`src/sfr_pkg.sv`:
```
// shared constants, field layouts and carrier types of the fault reaction block
package sfr_pkg;

    // ==================================================================
    // clock and timing
    localparam int NUM_CH            = 8;
    localparam int SYS_CLK_PERIOD_NS = 50;
    localparam int SAMPLE_PERIOD_NS  = 12200;
    localparam int SAMPLE_CYCLES     =
        (SAMPLE_PERIOD_NS + SYS_CLK_PERIOD_NS - 1) / SYS_CLK_PERIOD_NS;
    localparam logic [7:0] SAMPLE_LAST = 8'(SAMPLE_CYCLES - 1);
    localparam int RETRY_DELAY_US    = 1000;
    localparam int RETRY_CYCLES_DEF  =
        RETRY_DELAY_US * 1000 / SYS_CLK_PERIOD_NS;

    // ==================================================================
    // reaction byte fields
    localparam logic [1:0] ACT_CONTINUE = 2'h0;
    localparam logic [1:0] ACT_DEGLITCH = 2'h1;
    localparam logic [2:0] RETRY_LATCH  = 3'h0;
    localparam logic [2:0] DLY_NONE     = 3'h0;
    localparam logic [7:0] REACT_RST    = 8'h80;

    typedef struct packed {
        logic [1:0] action;
        logic [2:0] retry;
        logic [2:0] delay;
    } sfr_reaction_t;

    // ==================================================================
    // command codes on the internal command port
    localparam logic [7:0] CMD_CLEAR_FLAGS   = 8'h03;
    localparam logic [7:0] CMD_OUT_OV_REACT  = 8'h10;
    localparam logic [7:0] CMD_OUT_UV_REACT  = 8'h11;
    localparam logic [7:0] CMD_OT_REACT      = 8'h12;
    localparam logic [7:0] CMD_UT_REACT      = 8'h13;
    localparam logic [7:0] CMD_IN_OV_REACT   = 8'h14;
    localparam logic [7:0] CMD_IN_UV_REACT   = 8'h15;
    localparam logic [7:0] CMD_STATUS_BYTE   = 8'h20;
    localparam logic [7:0] CMD_STATUS_WORD_H = 8'h21;
    localparam logic [7:0] CMD_STATUS_VOUT   = 8'h22;
    localparam logic [7:0] CMD_STATUS_INPUT  = 8'h23;
    localparam logic [7:0] CMD_STATUS_TEMP   = 8'h24;
    localparam logic [7:0] RDATA_NONE        = 8'h00;

    // ==================================================================
    // status bit positions
    localparam int SB_OFF       = 6;
    localparam int SB_VOUT_OV   = 5;
    localparam int SB_VIN_UV    = 3;
    localparam int SB_TEMP      = 2;
    localparam int SB_HIGH_BYTE = 0;
    localparam int SWH_VOUT     = 7;
    localparam int SWH_INPUT    = 5;
    localparam int SD_OVER      = 7;
    localparam int SD_UNDER     = 4;

    // ==================================================================
    // carriers
    typedef struct packed {
        logic       valid;
        logic       write;
        logic [2:0] page;
        logic [7:0] code;
        logic [7:0] data;
    } sfr_cmd_t;

    typedef struct packed {
        logic over_temp;
        logic under_temp;
        logic in_over;
        logic in_under;
    } sfr_adc_fault_t;

    typedef enum logic [2:0] {
        CH_RUN     = 3'b001,
        CH_LATCHED = 3'b010,
        CH_RETRY   = 3'b100
    } sfr_ch_state_t;

    typedef struct packed {
        sfr_reaction_t [NUM_CH-1:0] ov_react;
        sfr_reaction_t [NUM_CH-1:0] uv_react;
        sfr_reaction_t              ot_react;
        sfr_reaction_t              ut_react;
        sfr_reaction_t              in_ov_react;
        sfr_reaction_t              in_uv_react;
        logic [NUM_CH-1:0]          ctl_meta;
        logic [NUM_CH-1:0]          ctl_sync;
        logic                       bias_meta;
        logic                       bias_sync;
        logic [NUM_CH-1:0]          vout_ov_flag;
        logic [NUM_CH-1:0]          vout_uv_flag;
        logic                       in_ov_flag;
        logic                       in_uv_flag;
        logic                       ot_flag;
        logic                       ut_flag;
        logic [7:0]                 sample_div;
        logic                       sample_tick;
        logic [7:0]                 rdata;
        logic                       rvalid;
        logic                       alert;
    } sfr_top_state_t;

endpackage

```
`src/sfr_channel.sv`:
```
// per-channel deglitch, shutdown and retry sequencer
`timescale 1ns/1ps
`default_nettype none

module sfr_channel
    import sfr_pkg::*;
#(
    parameter int RETRY_W      = 16,
    parameter int RETRY_CYCLES = 1000
) (
    // clock and reset
    input  wire logic          sys_clk,
    input  wire logic          rst_sync_n,
    // timing and control
    input  wire logic          sample_tick,
    input  wire logic          run_request,
    // faults and their reactions
    input  wire logic          ov_fault,
    input  wire logic          uv_fault,
    input  wire sfr_reaction_t ov_cfg,
    input  wire sfr_reaction_t uv_cfg,
    input  wire logic          adc_trip,
    input  wire logic [2:0]    adc_retry,
    // outputs
    output logic               channel_enable,
    output logic               channel_off
);

    typedef struct packed {
        sfr_ch_state_t      st;
        logic [2:0]         ov_cnt;
        logic [2:0]         uv_cnt;
        logic [RETRY_W-1:0] wait_cnt;
        logic               en;
    } sfr_ch_reg_t;

    localparam logic [RETRY_W-1:0] WAIT_LAST = RETRY_W'(RETRY_CYCLES - 1);

    sfr_ch_reg_t state_reg;
    sfr_ch_reg_t state_next;

    always_comb begin
        logic       ov_soft;
        logic       uv_soft;
        logic       ov_trip;
        logic       uv_trip;
        logic       trip;
        logic [2:0] trip_retry;
        ov_soft    = 1'b0;
        uv_soft    = 1'b0;
        ov_trip    = 1'b0;
        uv_trip    = 1'b0;
        trip       = 1'b0;
        trip_retry = RETRY_LATCH;
        state_next = state_reg;

        // deglitch runs only while the output is on
        if (state_reg.st == CH_RUN && run_request) begin
            ov_soft = ov_fault && ov_cfg.action == ACT_DEGLITCH;
            uv_soft = uv_fault && uv_cfg.action == ACT_DEGLITCH;
            ov_trip = (ov_fault && ov_cfg.action[1]) ||
                      (ov_soft && state_reg.ov_cnt == ov_cfg.delay);
            uv_trip = (uv_fault && uv_cfg.action[1]) ||
                      (uv_soft && state_reg.uv_cnt == uv_cfg.delay);
        end
        // count whole samples; a vanished fault starts over
        if (!ov_soft) begin
            state_next.ov_cnt = 3'h0;
        end else if (sample_tick && state_reg.ov_cnt != ov_cfg.delay) begin
            state_next.ov_cnt = state_reg.ov_cnt + 3'h1;
        end
        if (!uv_soft) begin
            state_next.uv_cnt = 3'h0;
        end else if (sample_tick && state_reg.uv_cnt != uv_cfg.delay) begin
            state_next.uv_cnt = state_reg.uv_cnt + 3'h1;
        end

        // action 00 never reaches a trip term
        if (ov_trip) begin
            trip       = 1'b1;
            trip_retry = ov_cfg.retry;
        end else if (uv_trip) begin
            trip       = 1'b1;
            trip_retry = uv_cfg.retry;
        end else if (adc_trip && run_request) begin
            trip       = 1'b1;
            trip_retry = adc_retry;
        end

        unique case (state_reg.st)
            CH_RUN: begin
                if (trip) begin
                    state_next.st = (trip_retry == RETRY_LATCH) ?
                                    CH_LATCHED : CH_RETRY;
                    state_next.wait_cnt = '0;
                end
            end
            CH_LATCHED: begin
                // only a drop of the run request releases the latch
                if (!run_request) begin
                    state_next.st = CH_RUN;
                end
            end
            CH_RETRY: begin
                if (!run_request) begin
                    state_next.st = CH_RUN;
                end else if (adc_trip) begin
                    state_next.st = (adc_retry == RETRY_LATCH) ?
                                    CH_LATCHED : CH_RETRY;
                    state_next.wait_cnt = '0;
                end else if (state_reg.wait_cnt == WAIT_LAST) begin
                    state_next.st = CH_RUN;
                end else begin
                    state_next.wait_cnt = state_reg.wait_cnt + 1'b1;
                end
            end
        endcase

        state_next.en = run_request && state_next.st == CH_RUN;
    end

    always_ff @(posedge sys_clk or negedge rst_sync_n) begin
        if (!rst_sync_n) begin
            state_reg <= '{st: CH_RUN, default: '0};
        end else begin
            state_reg <= state_next;
        end
    end

    assign channel_enable = state_reg.en;
    assign channel_off    = !state_reg.en;

endmodule

`default_nettype wire

```
`src/sfr_fault_manager.sv`:
```
// top of the supply fault reaction block: registers, flags, alert, channels
//
// Summary of operation
// - action 00 keeps the channel running when a fault is seen
// - output fault action 01 runs for the delay, then shuts down and follows retry field
// - output fault action 1x shuts down at once, then follows retry field
// - retry 000 latches the channel off until control pin, on/off command or bias drops
// - nonzero retry restarts forever after the interval, until off or new fault
// - output fault delay 000 turns the channel off immediately
// - nonzero delay ignores a new fault for that many 12.2 us samples
// - output faults set summary flags and the channel output status flag
// - every fault but a masked odd-channel output fault pulls the active-low alert line
// - odd channels in current mode ignore output over and under faults
// - converter faults are not deglitched and set summary and detail flags
// - converter fault action other than 00 shuts down, then retry field
// - converter delay field reads 000 and ignores writes
// - latch clears by control pin, on/off command or bias; flag clear does not
`timescale 1ns/1ps
`default_nettype none

module sfr_fault_manager
    import sfr_pkg::*;
#(
    parameter int RETRY_CYCLES = RETRY_CYCLES_DEF
) (
    // clock and reset
    input  wire logic                sys_clk,
    input  wire logic                rst_n,
    // command port from the serial command decoder
    input  wire sfr_cmd_t            cmd,
    output logic [7:0]               cmd_rdata,
    output logic                     cmd_rvalid,
    // channel control
    input  wire logic [NUM_CH-1:0]   control_pin,
    input  wire logic [NUM_CH-1:0]   operation_on,
    input  wire logic                bias_good_pin,
    input  wire logic [NUM_CH-1:0]   hires_current_mode,
    // fault detectors
    input  wire logic [NUM_CH-1:0]   vout_ov_fault,
    input  wire logic [NUM_CH-1:0]   vout_uv_fault,
    input  wire sfr_adc_fault_t      adc_fault,
    // supply enables
    output logic [NUM_CH-1:0]        channel_enable,
    // open-drain alert pin
    output logic                     host_alert_line_n_o,
    output logic                     host_alert_line_n_oe
);

    localparam int RETRY_W = $clog2(RETRY_CYCLES + 1);

    // ==================================================================
    // reset release
    logic [1:0] rst_pipe_reg;
    logic       rst_sync_n;

    always_ff @(posedge sys_clk or negedge rst_n) begin
        if (!rst_n) begin
            rst_pipe_reg <= 2'h0;
        end else begin
            rst_pipe_reg <= {rst_pipe_reg[0], 1'b1};
        end
    end
    assign rst_sync_n = rst_pipe_reg[1];

    // ==================================================================
    // state
    sfr_top_state_t    state_reg;
    sfr_top_state_t    state_next;
    logic [NUM_CH-1:0] ov_seen;
    logic [NUM_CH-1:0] uv_seen;
    logic [NUM_CH-1:0] run_request;
    logic [NUM_CH-1:0] ch_off;
    logic              adc_trip;
    logic [2:0]        adc_retry;
    logic [7:0]        status_byte;
    logic [7:0]        status_word_hi;

    // current-mode odd channels never see their output faults
    genvar gi;
    generate
        for (gi = 0; gi < NUM_CH; gi++) begin : g_ch
            localparam bit ODD = (gi % 2) == 1;
            logic masked;
            assign masked = ODD && hires_current_mode[gi];
            assign ov_seen[gi] = vout_ov_fault[gi] && !masked;
            assign uv_seen[gi] = vout_uv_fault[gi] && !masked;
            // bias loss or a dropped control ends a latch or a retry
            assign run_request[gi] = state_reg.ctl_sync[gi] &&
                                     operation_on[gi] &&
                                     state_reg.bias_sync;

            sfr_channel #(
                .RETRY_W      (RETRY_W),
                .RETRY_CYCLES (RETRY_CYCLES)
            ) u_channel (
                .sys_clk        (sys_clk),
                .rst_sync_n     (rst_sync_n),
                .sample_tick    (state_reg.sample_tick),
                .run_request    (run_request[gi]),
                .ov_fault       (ov_seen[gi]),
                .uv_fault       (uv_seen[gi]),
                .ov_cfg         (state_reg.ov_react[gi]),
                .uv_cfg         (state_reg.uv_react[gi]),
                .adc_trip       (adc_trip),
                .adc_retry      (adc_retry),
                .channel_enable (channel_enable[gi]),
                .channel_off    (ch_off[gi])
            );
        end
    endgenerate

    // ==================================================================
    // converter faults trip every channel; first one in order names retry
    always_comb begin
        logic ot_hit;
        logic ut_hit;
        logic iov_hit;
        logic iuv_hit;
        ot_hit  = adc_fault.over_temp &&
                  state_reg.ot_react.action != ACT_CONTINUE;
        ut_hit  = adc_fault.under_temp &&
                  state_reg.ut_react.action != ACT_CONTINUE;
        iov_hit = adc_fault.in_over &&
                  state_reg.in_ov_react.action != ACT_CONTINUE;
        iuv_hit = adc_fault.in_under &&
                  state_reg.in_uv_react.action != ACT_CONTINUE;
        adc_trip  = ot_hit || ut_hit || iov_hit || iuv_hit;
        if (ot_hit) begin
            adc_retry = state_reg.ot_react.retry;
        end else if (ut_hit) begin
            adc_retry = state_reg.ut_react.retry;
        end else if (iov_hit) begin
            adc_retry = state_reg.in_ov_react.retry;
        end else begin
            adc_retry = state_reg.in_uv_react.retry;
        end
    end

    // ==================================================================
    // summary status
    always_comb begin
        status_word_hi = 8'h00;
        status_word_hi[SWH_VOUT]  = |state_reg.vout_ov_flag ||
                                    |state_reg.vout_uv_flag;
        status_word_hi[SWH_INPUT] = state_reg.in_ov_flag ||
                                    state_reg.in_uv_flag;
        status_byte = 8'h00;
        status_byte[SB_OFF]       = |ch_off;
        status_byte[SB_VOUT_OV]   = |state_reg.vout_ov_flag;
        status_byte[SB_VIN_UV]    = state_reg.in_uv_flag;
        status_byte[SB_TEMP]      = state_reg.ot_flag ||
                                    state_reg.ut_flag;
        status_byte[SB_HIGH_BYTE] = |status_word_hi;
    end

    // ==================================================================
    // next state
    always_comb begin
        logic       wr;
        logic       rd;
        logic       clr;
        logic [2:0] pg;
        logic [7:0] rd_byte;
        wr  = cmd.valid && cmd.write;
        rd  = cmd.valid && !cmd.write;
        clr = wr && cmd.code == CMD_CLEAR_FLAGS;
        pg  = cmd.page;
        rd_byte = RDATA_NONE;
        state_next = state_reg;

        // pins cross into the clock domain through two flops
        state_next.ctl_meta  = control_pin;
        state_next.ctl_sync  = state_reg.ctl_meta;
        state_next.bias_meta = bias_good_pin;
        state_next.bias_sync = state_reg.bias_meta;

        // supervisor sample enable
        state_next.sample_tick = state_reg.sample_div == SAMPLE_LAST;
        state_next.sample_div  = (state_reg.sample_div == SAMPLE_LAST) ?
                                 8'h00 : state_reg.sample_div + 8'h01;

        // register writes
        if (wr) begin
            unique case (cmd.code)
                CMD_OUT_OV_REACT: state_next.ov_react[pg] = cmd.data;
                CMD_OUT_UV_REACT: state_next.uv_react[pg] = cmd.data;
                CMD_OT_REACT: begin
                    state_next.ot_react       = cmd.data;
                    state_next.ot_react.delay = DLY_NONE;
                end
                CMD_UT_REACT: begin
                    state_next.ut_react       = cmd.data;
                    state_next.ut_react.delay = DLY_NONE;
                end
                CMD_IN_OV_REACT: begin
                    state_next.in_ov_react       = cmd.data;
                    state_next.in_ov_react.delay = DLY_NONE;
                end
                CMD_IN_UV_REACT: begin
                    state_next.in_uv_react       = cmd.data;
                    state_next.in_uv_react.delay = DLY_NONE;
                end
                default: begin
                end
            endcase
        end

        // flag clear only touches flags, never a latched-off channel
        if (clr) begin
            state_next.vout_ov_flag = '0;
            state_next.vout_uv_flag = '0;
            state_next.in_ov_flag   = 1'b0;
            state_next.in_uv_flag   = 1'b0;
            state_next.ot_flag      = 1'b0;
            state_next.ut_flag      = 1'b0;
        end
        // a fault in the clearing cycle still sets its flag
        state_next.vout_ov_flag = state_next.vout_ov_flag | ov_seen;
        state_next.vout_uv_flag = state_next.vout_uv_flag | uv_seen;
        state_next.in_ov_flag   = state_next.in_ov_flag ||
                                  adc_fault.in_over;
        state_next.in_uv_flag   = state_next.in_uv_flag ||
                                  adc_fault.in_under;
        state_next.ot_flag      = state_next.ot_flag ||
                                  adc_fault.over_temp;
        state_next.ut_flag      = state_next.ut_flag ||
                                  adc_fault.under_temp;

        // alert follows any set flag, whatever the action was
        state_next.alert = |state_next.vout_ov_flag ||
                           |state_next.vout_uv_flag ||
                           state_next.in_ov_flag || state_next.in_uv_flag ||
                           state_next.ot_flag || state_next.ut_flag;

        // register reads
        unique case (cmd.code)
            CMD_OUT_OV_REACT:  rd_byte = state_reg.ov_react[pg];
            CMD_OUT_UV_REACT:  rd_byte = state_reg.uv_react[pg];
            CMD_OT_REACT:      rd_byte = state_reg.ot_react;
            CMD_UT_REACT:      rd_byte = state_reg.ut_react;
            CMD_IN_OV_REACT:   rd_byte = state_reg.in_ov_react;
            CMD_IN_UV_REACT:   rd_byte = state_reg.in_uv_react;
            CMD_STATUS_BYTE:   rd_byte = status_byte;
            CMD_STATUS_WORD_H: rd_byte = status_word_hi;
            CMD_STATUS_VOUT: begin
                rd_byte[SD_OVER]  = state_reg.vout_ov_flag[pg];
                rd_byte[SD_UNDER] = state_reg.vout_uv_flag[pg];
            end
            CMD_STATUS_INPUT: begin
                rd_byte[SD_OVER]  = state_reg.in_ov_flag;
                rd_byte[SD_UNDER] = state_reg.in_uv_flag;
            end
            CMD_STATUS_TEMP: begin
                rd_byte[SD_OVER]  = state_reg.ot_flag;
                rd_byte[SD_UNDER] = state_reg.ut_flag;
            end
            default: rd_byte = RDATA_NONE;
        endcase
        state_next.rvalid = rd;
        if (rd) begin
            state_next.rdata = rd_byte;
        end
    end

    // ==================================================================
    // state register
    always_ff @(posedge sys_clk or negedge rst_sync_n) begin
        if (!rst_sync_n) begin
            state_reg             <= '0;
            state_reg.ov_react    <= {NUM_CH{REACT_RST}};
            state_reg.uv_react    <= {NUM_CH{REACT_RST}};
            state_reg.ot_react    <= REACT_RST;
            state_reg.ut_react    <= REACT_RST;
            state_reg.in_ov_react <= REACT_RST;
            state_reg.in_uv_react <= REACT_RST;
        end else begin
            state_reg <= state_next;
        end
    end

    // ==================================================================
    // outputs
    assign cmd_rdata            = state_reg.rdata;
    assign cmd_rvalid           = state_reg.rvalid;
    assign host_alert_line_n_o  = 1'b0;
    assign host_alert_line_n_oe = state_reg.alert;

endmodule

`default_nettype wire

```
`config.mk`:
```
export PLATFORM = sky130hd
export DESIGN_NAME = sfr_fault_manager
export DESIGN_NICKNAME = d
export VERILOG_FILES = /design/src/sfr_pkg.sv /design/src/sfr_channel.sv /design/src/sfr_fault_manager.sv
export SDC_FILE = /design/constraint.sdc
export NUM_CORES = 1
export LEC_CHECK = 0
export BUFFER_PORTS_ARGS = -buffer_cell sky130_fd_sc_hd__buf_2
export CORE_ASPECT_RATIO = 1.5
export CORE_MARGIN = 5
export CORE_UTILIZATION = 42
export CTS_CLUSTER_DIAMETER = 50
export DETAILED_ROUTE_END_ITERATION = 8
export PLACE_DENSITY = 0.69
export SLEW_MARGIN = 25
export SYNTH_ARGS = -nofsm -noshare
export SYNTH_HDL_FRONTEND = slang
export SYNTH_SLANG_ARGS = --single-unit
```
`constraint.sdc`:
```
create_clock -name sys_clk -period 23.2 [get_ports sys_clk]
set_clock_uncertainty 0.15 [all_clocks]
set_input_delay 2.32 -clock sys_clk [delete_from_list [all_inputs] [get_ports sys_clk]]
set_output_delay 2.32 -clock sys_clk [all_outputs]
set_load 0.02 [all_outputs]
```
After elaboration in Yosys (flattened, before gate mapping). Cells that the tools add are included.

Reductions and logical operators: 205. Eq/ne operators: 141. Bitwise gates (word level): 2. Mux-type cells: 230. Add/sub/neg operators: 25. Order comparisons: 2.

Operators with widths (count): 2-to-1 mux 15 bit (32); 2-to-1 mux 3 bit (108); one-hot mux 15 bit (2 select lines) (8); bitwise mux 64 bit (2); adder 15 x 1 -> 15 bit (second input constant) (8); == test 15 bit (second input constant) (8); logical AND 1 bit (120); one-hot mux 3 bit (3 select lines) (8); 2-to-1 mux 1 bit (58); adder 3 x 1 -> 3 bit (second input constant) (16); binary-select mux 8 bit (select 3 bit) (2); == test 3 x 1 -> 1 bit (second input constant) (16); == test 3 bit (16); == test 8 x 5 -> 1 bit (second input constant) (6); != test 2 bit (second input constant) (24); != test 3 bit (16); == test 8 x 6 -> 1 bit (second input constant) (5); OR reduction 8 bit (5); == test 2 x 1 -> 1 bit (second input constant) (16); 2-to-1 mux 8 bit (4); AND reduction 4 bit (8); logical OR 1 bit (31); one-hot mux 4 bit (7 select lines) (1); logical NOT 3 bit (9); 21 further kinds (78).

Output and inout bits: 19. Logic and storage cells: 717. Input bits: 68. Bits in registers: 407.

Longest topological paths before layout.
Depth after elaboration: 15. Gate-level depth with buffers: 10. Gate-level depth less buffers: 8.

By module. From an unflattened synthesis, not the netlist that was laid out.

Cells, all modules: 2235. Area, all modules: 22915.7 um2.

By module, submodules not included: sfr_channel (g_ch[0].u_channel ...) (area an instance 1661.6 um2, sequential area each 626.9 um2, instances 7, cells each 186); sfr_fault_manager (area an instance 9661.8 um2, sequential area each 5205.0 um2, instances 1, cells each 747); sfr_channel (g_ch[3].u_channel) (area an instance 1622.8 um2, sequential area each 626.9 um2, instances 1, cells each 186).

Least setup slack after synthesis. OpenSTA, ideal clock, no wires.

Path type: input to register. Start point: input port cmd[13] (netlist name). End point: register state_reg[121] (netlist name). Required time: 22.925 ns. Stages: 7. Arrival: 4.179 ns. Path slack: 18.746 ns. Path through: nor3_1 and2_1 nand3_1 or2_1 clkbuf_1 nor4b_4 mux2_2.

Word-level cells in the longest chain between the ends: 2.

Ends and longest elaborated chain: start, declared (line sfr_fault_manager.sv:30) `input wire sfr_cmd_t cmd,`; == test 8 x 5 -> 1 bit (line sfr_fault_manager.sv:184) `unique case (cmd.code)`; AND reduction 2 bit (no line); end signal, assigned (line sfr_fault_manager.sv:277) `state_reg <= state_next;`; end, declared (line sfr_fault_manager.sv:67) `sfr_top_state_t state_reg;`.

Every way passes these cells. A chain may end at the register's enable or synchronous reset.

Final worst setup path.
Start point: input port adc_fault[1] (netlist name). End point: register g_ch[3].u_channel.state_reg[4] (netlist name).

Word-level cells in the longest chain between the ends: 9. Elaborated cells between the ends (all ways): 13. Those cells by class: 2 x eq/ne; 6 x mux; 5 x reduce/logical.

Ends and longest elaborated chain: start, declared (line sfr_fault_manager.sv:41) `input wire sfr_adc_fault_t adc_fault,`; logical AND 1 bit * (line sfr_fault_manager.sv:123) `iov_hit = adc_fault.in_over &&`; logical OR 1 bit * (2 in a row) (line sfr_fault_manager.sv:127) `adc_trip = ot_hit || ut_hit || iov_hit || iuv_hit;`; logical AND 1 bit (line sfr_channel.sv:85) `end else if (adc_trip && run_request) begin`; 2-to-1 mux 1 bit (line sfr_channel.sv:85); 2-to-1 mux 1 bit (line sfr_channel.sv:82) `end else if (uv_trip) begin`; 2-to-1 mux 1 bit (line sfr_channel.sv:79) `if (ov_trip) begin`; != test 2 bit (no line); AND reduction 4 bit (no line); end signal, assigned (line sfr_channel.sv:126) `state_reg <= state_next;`; end, declared (line sfr_channel.sv:39) `sfr_ch_reg_t state_reg;`.

Mark *: on every way between the ends. The rest lies on a longest branch, timed or not. The select of a mux whose other input is x is not followed.

==> qor.yml <==
crit_cells: 9
clkSlewWorstSetupHoldPaths_ns: 0.07
synth_nets: 2224
routedWlPerCell_um: 21.2
syn_area_per_cell_um2: 9.99
fp-row-count: 101
place.detailed.hpwl_mm: 43.6
clkLatencyLatePin_ns: 0.58
clock.fmax_ghz: 0.205
cts.sinks: 407
crit_chain: "buf_2, o21a_1, nor4_4, buf_4, nor2_1, or3_1, a21oi_1, or2_1, o31ai_1"
netlist_area_um2: 21300
synth_edf_count: 0
cts_tree: "yes"
grt_pass1_wl_mm: 96.5
rsz0062_at_grt: "no"
hold_violations: 0
path_class: "primary input to flop"
largest_reg_flops: 192
ctsResizeCount: 0
finalPower_w: 0.00162
ys_seq_area_share_pct: 48.0
clockRootBuffer: "clkbuf_16"
grt_overflow_total: 0
fin_crit_sh_pct: 21.0
io_buffer_count: 81
path_max_fanout: 34
synthFlopType: "dfrtp_1"
fp.dieArea_um2: 55400
r2r_cells: 7
routed-via-count: 17500
routed_via_density: 6.08
slew_violations: 0
cts_hold_buffers: 0
multi_input_area_um2: 10600
nets: 2272
io_pins: 87
slowest_delay_ns: 0.85
finalSetupTns_ns: 0
peakVddDrop_v: 0.0000493
min_period_ns: 4.87
slew_headroom_pct: 29.2
final_common_cell: "dfrtp_1"
maxCapViolations: 0
cts_buffers: 44
synth_cells: 2131
drc: 0
setup_viol: 0
fillers: 4587
yosysUniqueCellTypes: 84
wl_mm: 61.0
antenna_found_initial: 5
die_h_um: 286
required_ns: 23.50
crit_buf_inv: 2
clock_path_buffers: 3
p_per_area_nw_per_um2: 68.1
cp_top_family: "simple AND/OR/NAND/NOR gates"
regArea_um2: 10200
post-cts-setup-buffers: 0
postSynth.asyncResetShare_pct: 100
first_iter_violations: 1328
hold_class: "flop to async pin"
crit_slowest_cell: "a21oi_1"
worstSetupEndpointType: "flop"
area_growth_syn_to_layout_pct: 11.9
start_kind: "primary input"
drive_gt1_share_pct: 17.7
ys_seq_elements: 407
tightest_slew_ns: 1.06
start_util_pct: 42.2
htreeDepth: 2
grt_max_degree: 175
power_leakage_nw: 9.92
grt_pass1_vias: 17600
core_um2: 50400
final_cell_mix: "dfrtp_1 (377), nor2_1 (183), nand2_1 (152)"
die_x_um: 194
postRouteAntennaNets: 0
firstDrtPassIters: 6
arrival_ns: 5.17
outcome: "complete, no violations"
place_congestion: 0.934
yosys_warnings: 0
grtUsageTotal_pct: 21.3
## worst reg2reg max path, cell delays in order, from the launching register on
cell and delay (ns):
dfrtp_1 0.82, and3_1 0.46, nand3_1 0.28, o22ai_1 0.21, a21oi_1 0.14, o22a_1 0.44, or2_1 0.50, o41ai_1 0.38
## final cells by class
cell class / count / share of cell area [%]
repair buffers: 98 / 2.49
clock inverters: 25 / 1.10
flip-flops and latches: 407 / 42.9
diodes: 2 / 0.0210
multi-input cells: 1604 / 44.4
clock buffers: 57 / 5.21
inverters: 24 / 0.378
well taps: 669 / 3.51
## routing by layer
metal / share of wire (%) / wire length (µm) / track usage (%) / up-vias
met5: 0.048 / 29 / 0 / -
met4: 6.1 / 3730 / 11.7 / 6
met3: 5.6 / 3430 / 3.91 / 187
met2: 50 / 30700 / 37.3 / 598
met1: 38 / 23200 / 24.6 / 8748
li1: - / - / - / 8005
## where the power goes
group,leakage [nW],switching [W],internal (W)
combinational,3.79,0.0000854,0.0000473
sequential,5.39,0.0000291,0.000734
clock,0.734,0.000317,0.000411
total,9.92,0.000432,0.00119
## cell families after synthesis
group                      share of synthesized area, %
buffers and inverters                              2.45
muxes                                              7.92
adders and majority gates                          1.47
xor gates and xnor gates                           4.03
AOI/OAI and AO/OA                                  16.5
other                                            0.0353
DFF                                                48.0
and+or+nand+nor                                    19.6
## through the flow
step / cell area [µm²] / std cells / utilization, % / hold slack [ns] / setup WS, ns
global route: 23800 / 2884 / 47.2 / 0.157 / 18.25
floorplan: 21300 / 2131 / - / 0.181 / 10.92
global placement: 22200 / 2800 / 44.1 / 0.182 / 17.87
finish: 23800 / 2886 / 47.3 / 0.114 / 18.33
CTS: 23700 / 2882 / 47.1 / 0.200 / 18.45
detailed placement: 22200 / 2800 / 44.1 / 0.186 / 17.87
## final timing paths
| check | from | endpoint | slack [ns] |
|---|---|---|---|
| min in group sys_clk | rst_pipe_reg[0] | rst_pipe_reg[1] | 0.20 |
| hold reg to reg | rst_pipe_reg[1] | state_next[48] | 0.11 |
| setup reg to reg | state_reg[39] | g_ch[6].u_channel.state_reg[13] | 19.71 |
| max in group asynchronous | rst_pipe_reg[1] | g_ch[3].u_channel.state_reg[24] | 21.03 |
| setup / recovery | adc_fault[1] | g_ch[3].u_channel.state_reg[4] | 18.33 |
| hold / removal | rst_pipe_reg[1] | state_next[48] | 0.11 |
## Yosys cell counts, drive strengths merged, types with 35 or more instances
master / instances / share of area (%)
o21ai: 162 / 3.8
nand2: 152 / 2.7
o31ai: 49 / 1.8
mux2: 148 / 7.8
xnor2: 63 / 2.6
nand2b: 35 / 1.1
dfrtp: 379 / 45
nor2: 183 / 3.2
nand3: 136 / 3.2
nor3: 61 / 1.5
a22oi: 62 / 2.2
and3: 42 / 1.3
a21oi: 64 / 1.5
clkbuf: 77 / 1.4
xor2: 35 / 1.4
(Power assumes the default switching activity.)
